**src/pkg/tmt_defines.vh**
```
// Purpose: constants for the timer three control block
// Assumes: 8-bit special-function register bus
// Notes: definitions only
`ifndef TMT_DEFINES_VH
`define TMT_DEFINES_VH
`define TMT_ADDR_CONTROL 8'h91
`define TMT_ADDR_RELOAD_LO 8'h92
`define TMT_ADDR_RELOAD_HI 8'h93
`define TMT_ADDR_COUNT_LO 8'h94
`define TMT_ADDR_COUNT_HI 8'h95
`define TMT_CONTROL_RESET 8'h00
`define TMT_BIT_HIGH_FLAG 7
`define TMT_BIT_LOW_FLAG 6
`define TMT_BIT_LOW_IRQ_EN 5
`define TMT_BIT_CAPTURE_EN 4
`define TMT_BIT_SPLIT 3
`define TMT_BIT_RUN 2
`define TMT_BIT_ALT_CLOCK 0
`define TMT_CONTROL_WR_MASK 8'hfd
`define TMT_SYS_DIV 12
`define TMT_EXT_DIV 8
`define TMT_BYTE_ZERO 8'h00
`define TMT_BYTE_MAX 8'hff
`endif

```
**src/rtl/tmt_tick_gen.v**
```verilog
// Purpose: timebase ticks for the timer: system clock / 12 and external clock / 8
// Assumes: ext_osc_in is asynchronous and much slower than clk_in
// Notes: ticks are one-cycle pulses in the clk_in domain
`timescale 1ns/1ps
`include "tmt_defines.vh"
module tmt_tick_gen #(
    parameter SYS_DIV = `TMT_SYS_DIV,
    parameter EXT_DIV = `TMT_EXT_DIV
) (
    input wire clk_in,
    input wire reset_n_in,
    input wire ext_osc_in,
    output reg sys_tick_out,
    output reg ext_tick_out,
    output reg ext_fall_out
);
    reg [3:0] sys_count;
    reg [2:0] ext_count;
    reg [2:0] ext_sync;
    wire ext_rise;
    // only the second and third stages are compared; the first stage feeds nothing else
    assign ext_rise = ext_sync[1] & ~ext_sync[2];
    always @(posedge clk_in) begin
        if (!reset_n_in) begin
            sys_count <= 4'h0;
            ext_count <= 3'h0;
            ext_sync <= 3'h0;
            sys_tick_out <= 1'b0;
            ext_tick_out <= 1'b0;
            ext_fall_out <= 1'b0;
        end else begin
            ext_sync <= {ext_sync[1:0], ext_osc_in};
            sys_tick_out <= (sys_count == SYS_DIV - 1);
            if (sys_count == SYS_DIV - 1) begin
                sys_count <= 4'h0;
            end else begin
                sys_count <= sys_count + 4'h1;
            end
            ext_tick_out <= 1'b0;
            ext_fall_out <= 1'b0;
            if (ext_rise) begin
                ext_count <= ext_count + 3'h1;
                // one timebase tick per divided period, on the divided clock's rising edge
                ext_tick_out <= (ext_count == EXT_DIV / 2 - 1);
                // divided clock falls when the counter wraps from high back to low
                ext_fall_out <= (ext_count == EXT_DIV - 1);
            end
        end
    end
endmodule // tmt_tick_gen

```
**src/rtl/tmt_timer_three.v**
```verilog
// Purpose: timer three with its control register, counter, reload and capture
// Assumes: synchronous sfr bus, one write or read strobe per cycle, timer irq enable from outside
// Notes: read data and interrupt request are registered
`timescale 1ns/1ps
`include "tmt_defines.vh"
module tmt_timer_three #(
    parameter WIDTH = 8
) (
    input wire clk_in,
    input wire reset_n_in,
    input wire ext_osc_in,
    input wire timer_irq_enable_in,
    input wire upper_byte_fast_clock_select_in,
    input wire lower_byte_fast_clock_select_in,
    input wire [7:0] sfr_addr_in,
    input wire [WIDTH-1:0] sfr_wdata_in,
    input wire sfr_wr_in,
    input wire sfr_rd_in,
    output reg [WIDTH-1:0] sfr_rdata_out,
    output reg irq_out,
    output reg high_overflow_flag_out,
    output reg low_overflow_flag_out
);
    reg [WIDTH-1:0] timer_three_control;
    reg [WIDTH-1:0] count_lower_byte;
    reg [WIDTH-1:0] count_upper_byte;
    reg [WIDTH-1:0] reload_lower_byte;
    reg [WIDTH-1:0] reload_upper_byte;
    reg [WIDTH-1:0] next_control;
    reg [WIDTH-1:0] next_rdata;
    wire sys_tick;
    wire ext_tick;
    wire ext_fall;
    wire high_flag;
    wire low_flag;
    wire low_irq_en;
    wire capture_en;
    wire split;
    wire run;
    wire alt_clock;
    wire alt_tick;
    wire lo_tick;
    wire hi_tick;
    wire lo_step;
    wire hi_step;
    wire lo_wrap;
    wire hi_wrap;
    wire capture;
    wire wr_ctrl;
    wire wr_count_lo;
    wire wr_count_hi;
    wire wr_reload_lo;
    wire wr_reload_hi;
    reg next_irq;
    reg [WIDTH-1:0] next_count_lower;
    reg [WIDTH-1:0] next_count_upper;
    reg [WIDTH-1:0] next_reload_lower;
    reg [WIDTH-1:0] next_reload_upper;

    tmt_tick_gen u_ticks (
        .clk_in(clk_in),
        .reset_n_in(reset_n_in),
        .ext_osc_in(ext_osc_in),
        .sys_tick_out(sys_tick),
        .ext_tick_out(ext_tick),
        .ext_fall_out(ext_fall)
    );

    assign high_flag = timer_three_control[`TMT_BIT_HIGH_FLAG];
    assign low_flag = timer_three_control[`TMT_BIT_LOW_FLAG];
    assign low_irq_en = timer_three_control[`TMT_BIT_LOW_IRQ_EN];
    assign capture_en = timer_three_control[`TMT_BIT_CAPTURE_EN];
    assign split = timer_three_control[`TMT_BIT_SPLIT];
    assign run = timer_three_control[`TMT_BIT_RUN];
    assign alt_clock = timer_three_control[`TMT_BIT_ALT_CLOCK];
    assign alt_tick = alt_clock ? ext_tick : sys_tick;
    assign lo_tick = lower_byte_fast_clock_select_in ? 1'b1 : alt_tick;
    // in 16-bit mode both bytes share the lower byte's timebase
    assign hi_tick = split ? (upper_byte_fast_clock_select_in ? 1'b1 : alt_tick) : lo_tick;
    assign lo_step = lo_tick & (split | run);
    assign lo_wrap = lo_step & (count_lower_byte == `TMT_BYTE_MAX);
    assign hi_step = split ? (hi_tick & run) : lo_wrap;
    assign hi_wrap = hi_step & (count_upper_byte == `TMT_BYTE_MAX);
    // capture is meant for 16-bit mode; split mode ignores it
    assign capture = capture_en & ~split & ext_fall;
    assign wr_ctrl = sfr_wr_in & (sfr_addr_in == `TMT_ADDR_CONTROL);

    always @* begin
        next_control = timer_three_control;
        if (wr_ctrl) begin
            next_control = sfr_wdata_in & `TMT_CONTROL_WR_MASK;
        end
        // no hardware clear path exists; sets override a same-cycle software clear
        if (hi_wrap | capture) begin
            next_control[`TMT_BIT_HIGH_FLAG] = 1'b1;
        end
        if (lo_wrap) begin
            next_control[`TMT_BIT_LOW_FLAG] = 1'b1;
        end
    end

    always @* begin
        case (sfr_addr_in)
            `TMT_ADDR_CONTROL: next_rdata = timer_three_control;
            `TMT_ADDR_RELOAD_LO: next_rdata = reload_lower_byte;
            `TMT_ADDR_RELOAD_HI: next_rdata = reload_upper_byte;
            `TMT_ADDR_COUNT_LO: next_rdata = count_lower_byte;
            `TMT_ADDR_COUNT_HI: next_rdata = count_upper_byte;
            default: next_rdata = `TMT_BYTE_ZERO;
        endcase
    end

    // decoded write strobes, one per addressable byte
    assign wr_count_lo = sfr_wr_in & (sfr_addr_in == `TMT_ADDR_COUNT_LO);
    assign wr_count_hi = sfr_wr_in & (sfr_addr_in == `TMT_ADDR_COUNT_HI);
    assign wr_reload_lo = sfr_wr_in & (sfr_addr_in == `TMT_ADDR_RELOAD_LO);
    assign wr_reload_hi = sfr_wr_in & (sfr_addr_in == `TMT_ADDR_RELOAD_HI);

    // level request follows the high flag, and the low flag only while its irq enable bit is set, so it drops once software clears them
    always @* begin
        next_irq = next_control[`TMT_BIT_HIGH_FLAG];
        if (next_control[`TMT_BIT_LOW_IRQ_EN]) begin
            next_irq = next_irq | next_control[`TMT_BIT_LOW_FLAG];
        end
        next_irq = next_irq & timer_irq_enable_in;
    end

    // lower byte: split wrap reloads its own byte, 16-bit wrap reloads both
    // a software write wins over the count so a loaded value is never lost
    always @* begin
        next_count_lower = count_lower_byte;
        if (wr_count_lo) begin
            next_count_lower = sfr_wdata_in;
        end else if (lo_wrap && (split || hi_wrap)) begin
            next_count_lower = reload_lower_byte;
        end else if (lo_step) begin
            next_count_lower = count_lower_byte + 8'h01;
        end
    end

    always @* begin
        next_count_upper = count_upper_byte;
        if (wr_count_hi) begin
            next_count_upper = sfr_wdata_in;
        end else if (hi_wrap) begin
            next_count_upper = reload_upper_byte;
        end else if (hi_step) begin
            next_count_upper = count_upper_byte + 8'h01;
        end
    end

    // a capture wins over a reload write that falls in the same cycle
    always @* begin
        next_reload_lower = reload_lower_byte;
        next_reload_upper = reload_upper_byte;
        if (capture) begin
            next_reload_lower = count_lower_byte;
            next_reload_upper = count_upper_byte;
        end else begin
            if (wr_reload_lo) begin
                next_reload_lower = sfr_wdata_in;
            end
            if (wr_reload_hi) begin
                next_reload_upper = sfr_wdata_in;
            end
        end
    end

    // flag outputs are copies of the register bits, launched on the same edge
    always @(posedge clk_in) begin
        if (!reset_n_in) begin
            timer_three_control <= `TMT_CONTROL_RESET;
            high_overflow_flag_out <= 1'b0;
            low_overflow_flag_out <= 1'b0;
        end else begin
            timer_three_control <= next_control;
            high_overflow_flag_out <= next_control[`TMT_BIT_HIGH_FLAG];
            low_overflow_flag_out <= next_control[`TMT_BIT_LOW_FLAG];
        end
    end

    always @(posedge clk_in) begin
        if (!reset_n_in) begin
            irq_out <= 1'b0;
        end else begin
            irq_out <= next_irq;
        end
    end

    // read data stands until the next read strobe
    always @(posedge clk_in) begin
        if (!reset_n_in) begin
            sfr_rdata_out <= `TMT_BYTE_ZERO;
        end else if (sfr_rd_in) begin
            sfr_rdata_out <= next_rdata;
        end
    end

    always @(posedge clk_in) begin
        if (!reset_n_in) begin
            count_lower_byte <= `TMT_BYTE_ZERO;
            count_upper_byte <= `TMT_BYTE_ZERO;
        end else begin
            count_lower_byte <= next_count_lower;
            count_upper_byte <= next_count_upper;
        end
    end

    always @(posedge clk_in) begin
        if (!reset_n_in) begin
            reload_lower_byte <= `TMT_BYTE_ZERO;
            reload_upper_byte <= `TMT_BYTE_ZERO;
        end else begin
            reload_lower_byte <= next_reload_lower;
            reload_upper_byte <= next_reload_upper;
        end
    end
endmodule // tmt_timer_three

```
**config.mk**
```make
export PLATFORM = sky130hd
export DESIGN_NAME = tmt_timer_three
export DESIGN_NICKNAME = d
export VERILOG_FILES = /design/src/rtl/tmt_tick_gen.v /design/src/rtl/tmt_timer_three.v
export VERILOG_INCLUDE_DIRS = /design/src /design/src/pkg
export SDC_FILE = /design/constraint.sdc
export NUM_CORES = 1
export LEC_CHECK = 0
export ABC_AREA = 1
export BUFFER_PORTS_ARGS = -buffer_cell sky130_fd_sc_hd__buf_2
export CORE_ASPECT_RATIO = 1.25
export CORE_UTILIZATION = 42
export DETAILED_ROUTE_END_ITERATION = 8
export PLACE_DENSITY = 0.57
export SLEW_MARGIN = 10
export SYNTH_ARGS = -nofsm -noshare
export SYNTH_HDL_FRONTEND = slang
export SYNTH_SLANG_ARGS = --single-unit
export TNS_END_PERCENT = 20
```
**constraint.sdc**
```tcl
create_clock -name clk_in -period 2.4 [get_ports clk_in]
set_clock_uncertainty 0.1 [all_clocks]
set_input_delay 0.48 -clock clk_in [delete_from_list [all_inputs] [get_ports clk_in]]
set_output_delay 0.48 -clock clk_in [all_outputs]
set_load 0.01 [all_outputs]
```
==> Yosys cells after proc, flatten, opt, wreduce, memory -nomap -nowiden <==
Index checks and enable logic that the tools add are counted.
{ "word_totals": {"ff_bits": 63, "in_bits": 24, "word_cells": 77} }
{ "op_classes": {"n_addsub": 4, "eq_ne": 10, "mux": 20, "bitwise": 19, "reduce_logical": 8} }
{ "op_table": {"columns": ["op", "n"], "rows": [
  ["$mux 8", 11],
  ["$eq 8x8->1 const B", 7],
  ["$pmux 8 s5", 1],
  ["$add 8x1->8 const B", 2],
  ["$and 1x1->1", 13],
  ["$mux 1", 8],
  ["$reduce_bool 3->1", 2],
  ["$add 4x1->4 const B", 1],
  ["$eq 4x4->1 const B", 1],
  ["$reduce_bool 2->1", 2],
  ["$add 3x1->3 const B", 1],
  ["$eq 3x2->1 const B", 1],
  ["$eq 3x3->1 const B", 1],
  ["$not 1->1", 3],
  ["$or 1x1->1", 3],
  ["$reduce_and 2->1", 1],
  ["$reduce_or 2->1", 1],
  ["$logic_and 1x1->1", 1],
  ["$logic_or 1x1->1", 1]
]} }

==> Longest topological paths before layout <==
Gate-level depths: netlist of the first run.
{ "depth": {"depth_word": 11, "mapped_depth": 12, "depth_no_buf": 12} }

==> Modules after synthesis <==
Synthesis of the first run repeated with hierarchy kept, for this count alone.
{ "hier_totals": {"cells_unflattened": 530, "hier_area_um2": 3484.6} }
{ "modules_own_cells": {"columns": ["mod", "n_inst", "cells_each", "area_per_inst_um2", "seq_area_each_um2"], "rows": [
  ["tmt_timer_three", 1, 472, 2980.4, 960.9],
  ["tmt_tick_gen", 1, 58, 504.2, 260.2]
]} }

==> Worst setup path after synthesis of the first run <==
No wires, ideal clock.
{ "synth_path": {"path_type": "input-to-reg", "startpoint": "input port sfr_addr_in[7]", "endpoint": "register reload_upper_byte[1]", "setup_time_ns": 0.071, "arrival_ns": 1.647, "required_ns": 2.229, "setup_slack_ns": 0.581, "cell_stages": 8, "path_buffers": 1, "path_cell_list": "nand2_1 > nor3_4 > nand4_4 > or2_1 > buf_6 > nand2_8 > o21ai_2 > a21oi_1"} }
{ "synth_between": {"elab_chain_cells": 3} }
{ "synth_rtl": {"columns": ["element", "line", "rtl"], "rows": [
  ["from (decl)", "tmt_timer_three.v:15", "input wire [7:0] sfr_addr_in,"],
  ["$eq 8x8->1", null, null],
  ["$and 1x1->1", "tmt_timer_three.v:117", "assign wr_reload_hi = sfr_wr_in & (sfr_addr_in == `TMT_ADDR_RELOAD_HI);"],
  ["$reduce_bool 2->1 (no line)", null, null],
  ["to (signal assigned)", "tmt_timer_three.v:212", "reload_upper_byte <= `TMT_BYTE_ZERO;"],
  ["to (signal assigned)", "tmt_timer_three.v:215", "reload_upper_byte <= next_reload_upper;"],
  ["to (decl)", "tmt_timer_three.v:28", "reg [WIDTH-1:0] reload_upper_byte;"]
]} }
Every way passes these cells.
A chain may end at the register's enable or synchronous reset.

==> Worst setup path after layout of the first run <==
{ "layout_path": {"startpoint": "register count_upper_byte[1]", "endpoint": "register count_lower_byte[6]"} }
{ "layout_between": {"elab_chain_cells": 6, "elab_cells_between_ends": 7, "cone_classes": "eq/ne: 1; mux: 2; bitwise: 1; reduce/logical: 3"} }
{ "layout_rtl": {"columns": ["element", "line", "rtl"], "rows": [
  ["from (decl)", "tmt_timer_three.v:26", "reg [WIDTH-1:0] count_upper_byte;"],
  ["from (signal assigned)", "tmt_timer_three.v:202", "count_upper_byte <= `TMT_BYTE_ZERO;"],
  ["from (signal assigned)", "tmt_timer_three.v:205", "count_upper_byte <= next_count_upper;"],
  ["$eq 8x8->1 (no line) (*)", null, null],
  ["$and 1x1->1 (*)", "tmt_timer_three.v:83", "assign hi_wrap = hi_step & (count_upper_byte == `TMT_BYTE_MAX);"],
  ["$logic_or 1x1->1 (*)", "tmt_timer_three.v:134", "end else if (lo_wrap && (split || hi_wrap)) begin"],
  ["$logic_and 1x1->1 (*)", "tmt_timer_three.v:134", null],
  ["$mux 8", "tmt_timer_three.v:134", null],
  ["$mux 8", "tmt_timer_three.v:132", "if (wr_count_lo) begin"],
  ["to (signal assigned)", "tmt_timer_three.v:201", "count_lower_byte <= `TMT_BYTE_ZERO;"],
  ["to (signal assigned)", "tmt_timer_three.v:204", "count_lower_byte <= next_count_lower;"],
  ["to (decl)", "tmt_timer_three.v:25", "reg [WIDTH-1:0] count_lower_byte;"]
]} }
Mark *: on every way between the ends. The rest lies on a longest branch, timed or not.

==> results of run 1 <==
==> kinds of logic (layout without fill, tap and decap cells) <==
| logic type | Yosys count | after routing | share of synthesized area [%] |
|---|---|---|---|
| buffers and inverters | 108 | 156 | 12.1 |
| adder cells (fa/ha/maj) | 6 | 6 | 2.17 |
| XOR/XNOR | 9 | 9 | 2.28 |
| AND/OR/NAND/NOR | 232 | 232 | 30.8 |
| flip-flops | 61 | 61 | 35.3 |
| AO/OA/AOI/OAI | 108 | 108 | 17.4 |
==> flip-flops by register name, summed over array words and instances, names as in the netlist <==
register / flops
u_ticks.ext_fall_out: 1
reload_upper_byte: 8
count_upper_byte: 8
u_ticks.ext_sync: 3
irq_out: 1
u_ticks.sys_count: 4
count_lower_byte: 8
sfr_rdata_out: 8
u_ticks.ext_count: 3
u_ticks.sys_tick_out: 1
u_ticks.ext_tick_out: 1
timer_three_control: 6
high_overflow_flag_out: 1
reload_lower_byte: 8
==> cell usage after synthesis, drive strengths merged <==
master,count,area share (%)
nand2,94,11
inv,90,9.8
dfxtp,61,35
nand3,56,8.4
nor2,53,5.8
o21ai,50,8.1
a21oi,44,6.7
nand4,13,2.8
o22ai,13,2.4
nor3,10,1.8
clkbuf,9,0.98
xor2,7,1.8
ha,6,2.2
buf,5,0.90
clkinv,4,0.43
nand3b,2,0.43
nor3b,2,0.43
or2,2,0.36
xnor2,2,0.51
o211ai,1,0.22
==> worst register-to-register path, cell delays in order, from the launching register on <==
cell	delay, ns
dfxtp_1	0.42
ha_1	0.21
nand2_1	0.08
nor3_1	0.27
nand3_1	0.18
nand2_2	0.20
nand2_1	0.21
nand2_1	0.11
nand3_1	0.06
a21oi_1	0.16
==> power by group <==
part	leakage (uW)	internal [uW]	total, uW	switching (uW)
registers	0.000494	1030	1040	8.42
clock network	0.0000964	505	910	405
logic	0.00102	43.3	130	86.7
total	0.00161	1580	2080	501
==> path summary, 6_finish.rpt <==
| check | from | endpoint | slack (ns) | cells after the start |
|---|---|---|---|---|
| max | count_upper_byte[1]$_SDFFE_PN0P_ | count_lower_byte[6]$_SDFFE_PN0P_ | 0.31 | 9 |
| min | ext_osc_in | u_ticks.ext_sync[0]$_SDFF_PN0_ | 0.21 | 3 |
| max reg2reg | count_upper_byte[1]$_SDFFE_PN0P_ | count_lower_byte[6]$_SDFFE_PN0P_ | 0.31 | 9 |
| min reg2reg | u_ticks.ext_sync[0]$_SDFF_PN0_ | u_ticks.ext_sync[1]$_SDFF_PN0_ | 0.32 | 2 |
==> metrics by stage <==
stage | hold WS (ns) | utilization (%) | power, uW | std cells
final | 0.213 | 50.3 | 2080 | 667
after global routing | 0.213 | 50.3 | 2160 | 667
after CTS | 0.201 | 50.3 | 2100 | 667
after detailed placement | 0.303 | 47.9 | 1190 | 651
after global placement | 0.293 | 47.9 | 1190 | 651
after floorplan | 0.290 | - | 1120 | 524
==> metal layers <==
layer,vias up,wire (um)
met2,125,4710
met3,34,598
li1,1791,-
met5,-,0
met1,1591,4700
met4,0,437
==> final cells by class <==
cell class / count / area, sq um
Fill cell: 857 / 3920
Multi-Input combinational cell: 355 / 1820
Sequential cell: 61 / 1220
Inverter: 94 / 353
Timing Repair Buffer: 46 / 260
Clock buffer: 12 / 145
Tap cell: 95 / 119
Clock inverter: 4 / 47.5
==> flow_summary.yaml, run 1 <==
route:
  routedWlPerCell_um: 15.7
  wl_mm: 10.4
  drtPass1Iterations: 5
  routed_via_density: 5.31
  ant_nets: 0
  drc_errors: 0
  drtIter0Drc: 206
  vias: 3541
setup_path:
  cp_slowest_cell: "dfxtp_1"
  max_stage_delay_ns: 0.42
  cp-start-kind: "flop"
  path_cells: "ha_1 > nand2_1 > nor3_1 > nand3_1 > nand2_2 > nand2_1 > nand2_1 > nand3_1 > a21oi_1"
  crit_type: "reg2reg"
  critical_path_peak_fanout: 9
  required_ns: 2.57
  cp.arrival_ns: 2.26
  cp_num_buf_inv: 0
  cp-end-kind: "flop"
  path_common_cell: "nand2_1"
  cp_top_family: "simple AND/OR/NAND/NOR gates"
flow_run:
  max-cap-violations: 0
global_route:
  grt_overflow: 0
  use_met2_pct: 40.7
  grt_pass1_wl_mm: 16.7
  grt.busiest_layer: "met2"
  antenna_found_initial: 0
  grt_max_degree: 23
  met3_usage_pct: 4.29
  grt_util_all_layers_pct: 25.4
  met1_usage_pct: 32.8
  grt_pass1_vias: 3265
timing:
  min_period_ns: 2.09
  slew_violations: 0
  setup_viol_count_final: 0
  rsz0062_at_grt: "no"
  worstMarginPinSlew_ns: 0.459
  hold_viol_final: 0
  fmax_ghz: 0.479
  fin_crit_sh_pct: 87.0
  finalSetupTns_ns: 0
  worst_slew_margin_rel_pct: 69.4
  worst_slack_ns: 0.313
synth:
  synth-seq-cells: 61
  synth-seq-area-share_pct: 35.3
  postSynthAreaPerCell_sq_um: 6.60
  synthesis.area_sq_um: 3460
  yosysWarnings: 0
  synth.distinct_cells: 32
  syn-instance-count: 524
  synthesis.nets: 554
clock_tree:
  clock_latency_ns: 0.35
  clockBufferDepth: 2
  hold_buffers: 0
  cts_buffers: 9
  cts_tree: "built"
  path_clk_slew_ns: 0.08
  htreeDepth: 3
  cts-root-buf: "clkbuf_8"
  cts.sinks: 61
  cts-resized-gates: 0
  cts_setup_buffers: 0
layout:
  area_growth_pct: 14.6
  design_area_sq_um: 3970
  drive_above_1_share_pct: 13.8
  most-common-layout-cells: "91 x nand2_1, 89 x inv_1, 61 x dfxtp_1"
  final_common_cell: "nand2_1"
  finalNetCount: 597
  antennaDiodeCount: 0
hold_path:
  hold_class: "in2reg"
placement:
  placed_cell_area_sq_um: 3770
  numPortBuffers: 34
  place_ws_ns: 0.320
  gp_congestion: 0.953
  dp_hpwl_mm: 7.93
die:
  die_area_sq_um: 8610
  core_sq_um: 7880
  num_rows: 36
  start_util_pct: 43.9
  ios: 35
  die_y_um: 103
  die_x_um: 83.2
outcome:
  status: "finished clean"
power:
  power_density_nw_per_um2: 523
  power.leakage_uw: 0.00161
  ir_drop_mv: 0.421
No activity file was read; power rests on OpenSTA's default activity.
==> run 2, diff against run 1 <==
- PLACE_DENSITY: 0.57 -> 0.6
==> run 2 against run 1 <==
- clock-buffer cell count did not move
- cell count fell by 0.30%
- power increased by 0.53%
- worst setup slack got worse by 0.014 ns
- die area did not move
- register-to-register slack hardly changed
- worst hold slack about the same
- global-route usage up 0.26 points
- maximum frequency decreased by 0.68%
- first-iteration DRC count rose by 34%
- non-clock buffer count decreased by 2
- design area down 0.25%
- highest routed layer unchanged
==> flow_summary.yaml, run 2 (synthesized netlist as in run 1, its figures left out) <==
timing:
  hold_viol_final: 0
  worstMarginPinSlew_ns: 0.523
  whs_ns: 0.214
  fin_crit_sh_pct: 87.6
  worst_slew_margin_rel_pct: 65.0
  setup_viol_count_final: 0
  fmax_ghz: 0.476
  finalSetupTns_ns: 0
  slew_violations: 0
  rsz0062_at_grt: "no"
  min_period_ns: 2.10
setup_path:
  r2r-start: "count_lower_byte[0]$_SDFFE_PN0P_"
  cp-start-kind: "flop"
  cp-end-kind: "flop"
  crit_type: "reg2reg"
  reg2reg_to: "count_upper_byte[5]$_SDFFE_PN0P_"
  cp.arrival_ns: 2.28
  r2r.worst_path.cells: 11
  required_ns: 2.58
  r2r_slack_ns: 0.30
  critical_path_peak_fanout: 8
layout:
  area_growth_pct: 14.4
  nFillCells: 801
  finalNetCount: 595
  antennaDiodeCount: 0
  most-common-layout-cells: "91 x nand2_1, 89 x inv_1, 61 x dfxtp_1"
  drive_above_1_share_pct: 13.7
  design_area_sq_um: 3960
  final_cells: 665
  final_common_cell: "nand2_1"
clock_tree:
  cts_buffers: 9
  cts.sinks: 61
  path_clk_slew_ns: 0.07
  clock_latency_ns: 0.35
  clockBufferDepth: 2
  cts_tree: "built"
  cts-root-buf: "clkbuf_8"
  htreeDepth: 3
route:
  drtPass1Iterations: 5
  drc_errors: 0
  vias: 3598
  routed_via_density: 5.41
  routedWlPerCell_um: 15.9
  ant_nets: 0
  wl_mm: 10.6
  drtIter0Drc: 276
global_route:
  grt_overflow: 0
  grt_max_degree: 23
  grt_pass1_wl_mm: 17.0
  antenna_found_initial: 0
  grt_pass1_vias: 3382
  grt_util_all_layers_pct: 25.6
hold_path:
  hold_depth: 3
  hold_end: "u_ticks.ext_sync[0]$_SDFF_PN0_"
  hold_class: "in2reg"
  min_from: "ext_osc_in"
placement:
  gp_congestion: 0.965
  placed_cell_area_sq_um: 3760
  dp_hpwl_mm: 8.05
  dp_cells: 649
  numPortBuffers: 34
outcome:
  status: "finished clean"
die:
  start_util_pct: 43.9
  die_area_sq_um: 8610
  die_x_um: 83.2
  ios: 35
  core_sq_um: 7880
  num_rows: 36
  die_y_um: 103
power:
  power.leakage_uw: 0.00160
  ir_drop_mv: 0.381
  power_density_nw_per_um2: 528
flow_run:
  max-cap-violations: 0
-- run 2: cell types whose count changed in the layout (fill, tap and decap cells not counted) --
cell | previous run | this run
nor3_1 | 9 | 8
nor3_2 | 0 | 1
buf_4 | 12 | 10
-- run 2: worst max path at each step --
stage,startpoint,endpoint,cells past startpoint
after floorplan,sfr_addr_in[7],reload_upper_byte[1]$_SDFFE_PN0P_,8
after global placement,sfr_addr_in[5],reload_upper_byte[5]$_SDFFE_PN0P_,7
after detailed placement,sfr_addr_in[5],reload_upper_byte[5]$_SDFFE_PN0P_,7
after CTS,count_upper_byte[0]$_SDFFE_PN0P_,count_lower_byte[6]$_SDFFE_PN0P_,9
after global routing,count_lower_byte[0]$_SDFFE_PN0P_,count_upper_byte[2]$_SDFFE_PN0P_,11
final,count_lower_byte[0]$_SDFFE_PN0P_,count_upper_byte[5]$_SDFFE_PN0P_,11
-- run 2: report_power, final --
group          internal (uW)  switching (uW)  total [uW]  leakage [uW]
clock network            505             417         922     0.0000964
registers               1030            8.26        1040      0.000494
logic                   41.8            87.7         130       0.00101
-- run 2: layout make-up --
cell class	instances	area, sq um	share of cell area [%]
Multi-Input combinational cell	355	1830	46.1
Inverter	94	353	8.92
Tap cell	95	119	3.00
Clock buffer	12	145	3.67
Clock inverter	4	47.5	1.20
Sequential cell	61	1220	30.9
Timing Repair Buffer	44	245	6.20
-- run 2: worst max-delay path, stage by stage (launching register included) --
cell and delay, ns:
dfxtp_1 0.42, ha_1 0.22, nand2_1 0.08, inv_1 0.11
nand3_1 0.11, nor2_1 0.16, nand2_1 0.10, nand2_1 0.16
nand2_1 0.24, nand2_1 0.12, nand3_1 0.08, a21oi_1 0.13
-- run 2: routing by layer --
metal  up-vias  share of wire [%]  global-route usage (%)
li1       1786                  -                       -
met2       144                 46                    43.3
met1      1633                 42                    31.8
met5         -                  0                       0
met3        35                7.0                    6.27
met4         0                4.3                    10.1
-- run 2: what timing repair did --
| action | in CTS | in global routing |
|---|---|---|
| hold buffers | 0 | 0 |
| endpoints found under the setup margin | 0 | 1 |
| setup buffers | 0 | 0 |
| gates resized for setup | 0 | 1 |
-- run 2: metrics by stage --
| stage | total power (uW) | utilization, % | setup slack [ns] |
|---|---|---|---|
| after floorplan | 1120 | - | 0.581 |
| after global placement | 1190 | 47.7 | 0.234 |
| after detailed placement | 1190 | 47.7 | 0.169 |
| after CTS | 2100 | 50.1 | 0.265 |
| after global routing | 2160 | 50.2 | 0.0481 |
| final | 2090 | 50.2 | 0.299 |
==> run 3, diff against run 2 <==
==> constraint.sdc (replaced) <==
create_clock -name clk_in -period 2.4 [get_ports clk_in]
set_clock_uncertainty 0.1 [all_clocks]
set_input_delay 0.12 -clock clk_in [delete_from_list [all_inputs] [get_ports clk_in]]
set_output_delay 0.12 -clock clk_in [all_outputs]
set_load 0.01 [all_outputs]
==> run 3 against run 2 <==
- sequential power hardly changed
- maximum frequency rose by 0.34%
- non-clock buffer count is the same
- design area increased by 1.0%
- worst hold slack got worse by 0.19 ns
- via count rose by 0.28%
- sequential share of layout area shrank 0.31 points
- critical path depth fell by 2
- clock power is 17% higher
- cell count is the same
- worst setup slack improved by 0.0071 ns
==> flow_summary.yaml, run 3 (synthesized netlist as in run 1, its figures left out) <==
timing:
  fin_crit_sh_pct: 87.3
  finalSetupTns_ns: 0
  rsz0062_at_grt: "no"
  worst_slack_ns: 0.306
  worstMarginPinSlew_ns: 0.529
  worst_slew_margin_rel_pct: 64.6
  setup_viol_count_final: 0
  fmax_ghz: 0.478
  hold_viol_final: 0
  slew_violations: 0
  min_period_ns: 2.09
setup_path:
  max_stage_delay_ns: 0.41
  r2r.worst_path.cells: 9
  r2r_slack_ns: 0.31
  cp.arrival_ns: 2.27
  r2r-start: "count_upper_byte[0]$_SDFFE_PN0P_"
  cp-start-kind: "flop"
  required_ns: 2.58
  crit_type: "reg2reg"
  critical_path_peak_fanout: 9
  cp_num_buf_inv: 0
  path_cells: "ha_1 > nand2_1 > nor3_1 > nand3_1 > nand2_2 > nand2_1 > nand2_1 > nand3_1 > a21oi_1"
  reg2reg_to: "count_lower_byte[5]$_SDFFE_PN0P_"
  cp_top_family: "simple AND/OR/NAND/NOR gates"
  cp-end-kind: "flop"
  cp_slowest_cell: "dfxtp_1"
  path_common_cell: "nand2_1"
placement:
  place_ws_ns: 0.352
  numPortBuffers: 34
  dp_hpwl_mm: 7.85
  gp_congestion: 0.955
power:
  power.leakage_uw: 0.00162
  total_power_uw: 2240
  ir_drop_mv: 0.377
  power_density_nw_per_um2: 561
clock_tree:
  clock_latency_ns: 0.35
  path_clk_slew_ns: 0.07
  cts-root-buf: "clkbuf_8"
  clockBufferDepth: 2
  cts_buffers: 9
  htreeDepth: 3
  cts.sinks: 61
  cts_tree: "built"
  cts_setup_buffers: 0
layout:
  drive_above_1_share_pct: 13.5
  seq_area_sq_um: 1220
  most-common-layout-cells: "91 x nand2_1, 89 x inv_1, 61 x dfxtp_1"
  final_common_cell: "nand2_1"
  area_growth_pct: 15.5
  finalNetCount: 595
  fin_util_pct: 50.7
  nFillCells: 808
  antennaDiodeCount: 0
  multiInputGateArea_sq_um: 1820
hold_path:
  hold_class: "in2reg"
  min_from: "sfr_wdata_in[4]"
  hold_depth: 5
  hold_end: "count_upper_byte[4]$_SDFFE_PN0P_"
die:
  core_sq_um: 7880
  ios: 35
  die_x_um: 83.2
  die_y_um: 103
  num_rows: 36
  start_util_pct: 43.9
  die_area_sq_um: 8610
route:
  routedWlPerCell_um: 15.8
  wl_mm: 10.5
  wl_met3_um: 653
  vias: 3608
  ant_nets: 0
  drtIter0Drc: 295
  route.met2.wl_mm: 4.90
  met1_length_mm: 4.58
  routed_via_density: 5.43
  drtPass1Iterations: 5
  dr.max_layer_used: "met4"
  drc_errors: 0
global_route:
  grt_overflow: 0
  grt_pass1_vias: 3407
  grt_max_degree: 37
  grt_pass1_wl_mm: 16.9
  grt_util_all_layers_pct: 25.8
  antenna_found_initial: 0
flow_run:
  max-cap-violations: 0
outcome:
  status: "finished clean"
## run 3: changes by cell type in the layout (fill, tap and decap cells not counted), sizes merged
cell | previous run | this run
clkbuf | 12 | 11
bufinv | 1 | 2
clkinv | 6 | 5
dlygate4sd3 | 0 | 2
buf | 44 | 42
inv | 90 | 91
## run 3: how the worst max path moves through the flow
stage | from | to | cells after the start
2_1_floorplan | count_upper_byte[0]$_SDFFE_PN0P_ | count_upper_byte[0]$_SDFFE_PN0P_ | 9
4_1_cts | count_upper_byte[1]$_SDFFE_PN0P_ | count_lower_byte[5]$_SDFFE_PN0P_ | 9
5_1_grt | count_upper_byte[0]$_SDFFE_PN0P_ | count_upper_byte[2]$_SDFFE_PN0P_ | 9
3_3_place_gp | count_upper_byte[1]$_SDFFE_PN0P_ | count_lower_byte[5]$_SDFFE_PN0P_ | 9
3_5_place_dp | count_upper_byte[1]$_SDFFE_PN0P_ | count_lower_byte[5]$_SDFFE_PN0P_ | 9
6_report | count_upper_byte[0]$_SDFFE_PN0P_ | count_lower_byte[5]$_SDFFE_PN0P_ | 9
## run 3: through the flow
step,instance area (sq um),hold WS (ns),cells
2_1_floorplan,3460,0.118,524
3_3_place_gp,3740,0.206,647
3_5_place_dp,3740,0.208,647
4_1_cts,4000,0.0202,665
5_1_grt,4000,0.0560,665
6_report,4000,0.0284,665
## run 3: layer usage
layer / track usage, % / vias to the layer above
met5: 0 / -
met2: 43.9 / 144
met1: 31.1 / 1643
met3: 6.27 / 31
li1: - / 1790
met4: 11.7 / 0
## run 3: where the power goes
part	switching [uW]	total [uW]	leakage (uW)	internal [uW]
logic	86.9	131	0.00101	44.1
registers	8.39	1040	0.000494	1030
clock network	434	1080	0.000116	643
total	529	2240	0.00162	1710
## run 3: repair_timing
action                                 4_1_cts  5_1_grt
endpoints found under the hold margin        2        0
setup endpoints to repair                    0        0
gates resized for setup                      0        0
hold buffers                                 2        0
## run 3: tightest hold or removal path, delay by kind of cell
family	cells	cell delay [ns]
compound gates	1	0.05
buf+inv	2	0.15
simple gates	2	0.11
## run 3: final cells by class
type / count / area share (%)
inverter: 94 / 8.83
timing repair buffer: 44 / 6.26
clock inverter: 5 / 2.04
sequential: 61 / 30.6
tap: 95 / 2.97
clock buffer: 11 / 3.79
multi-input combinational: 355 / 45.6
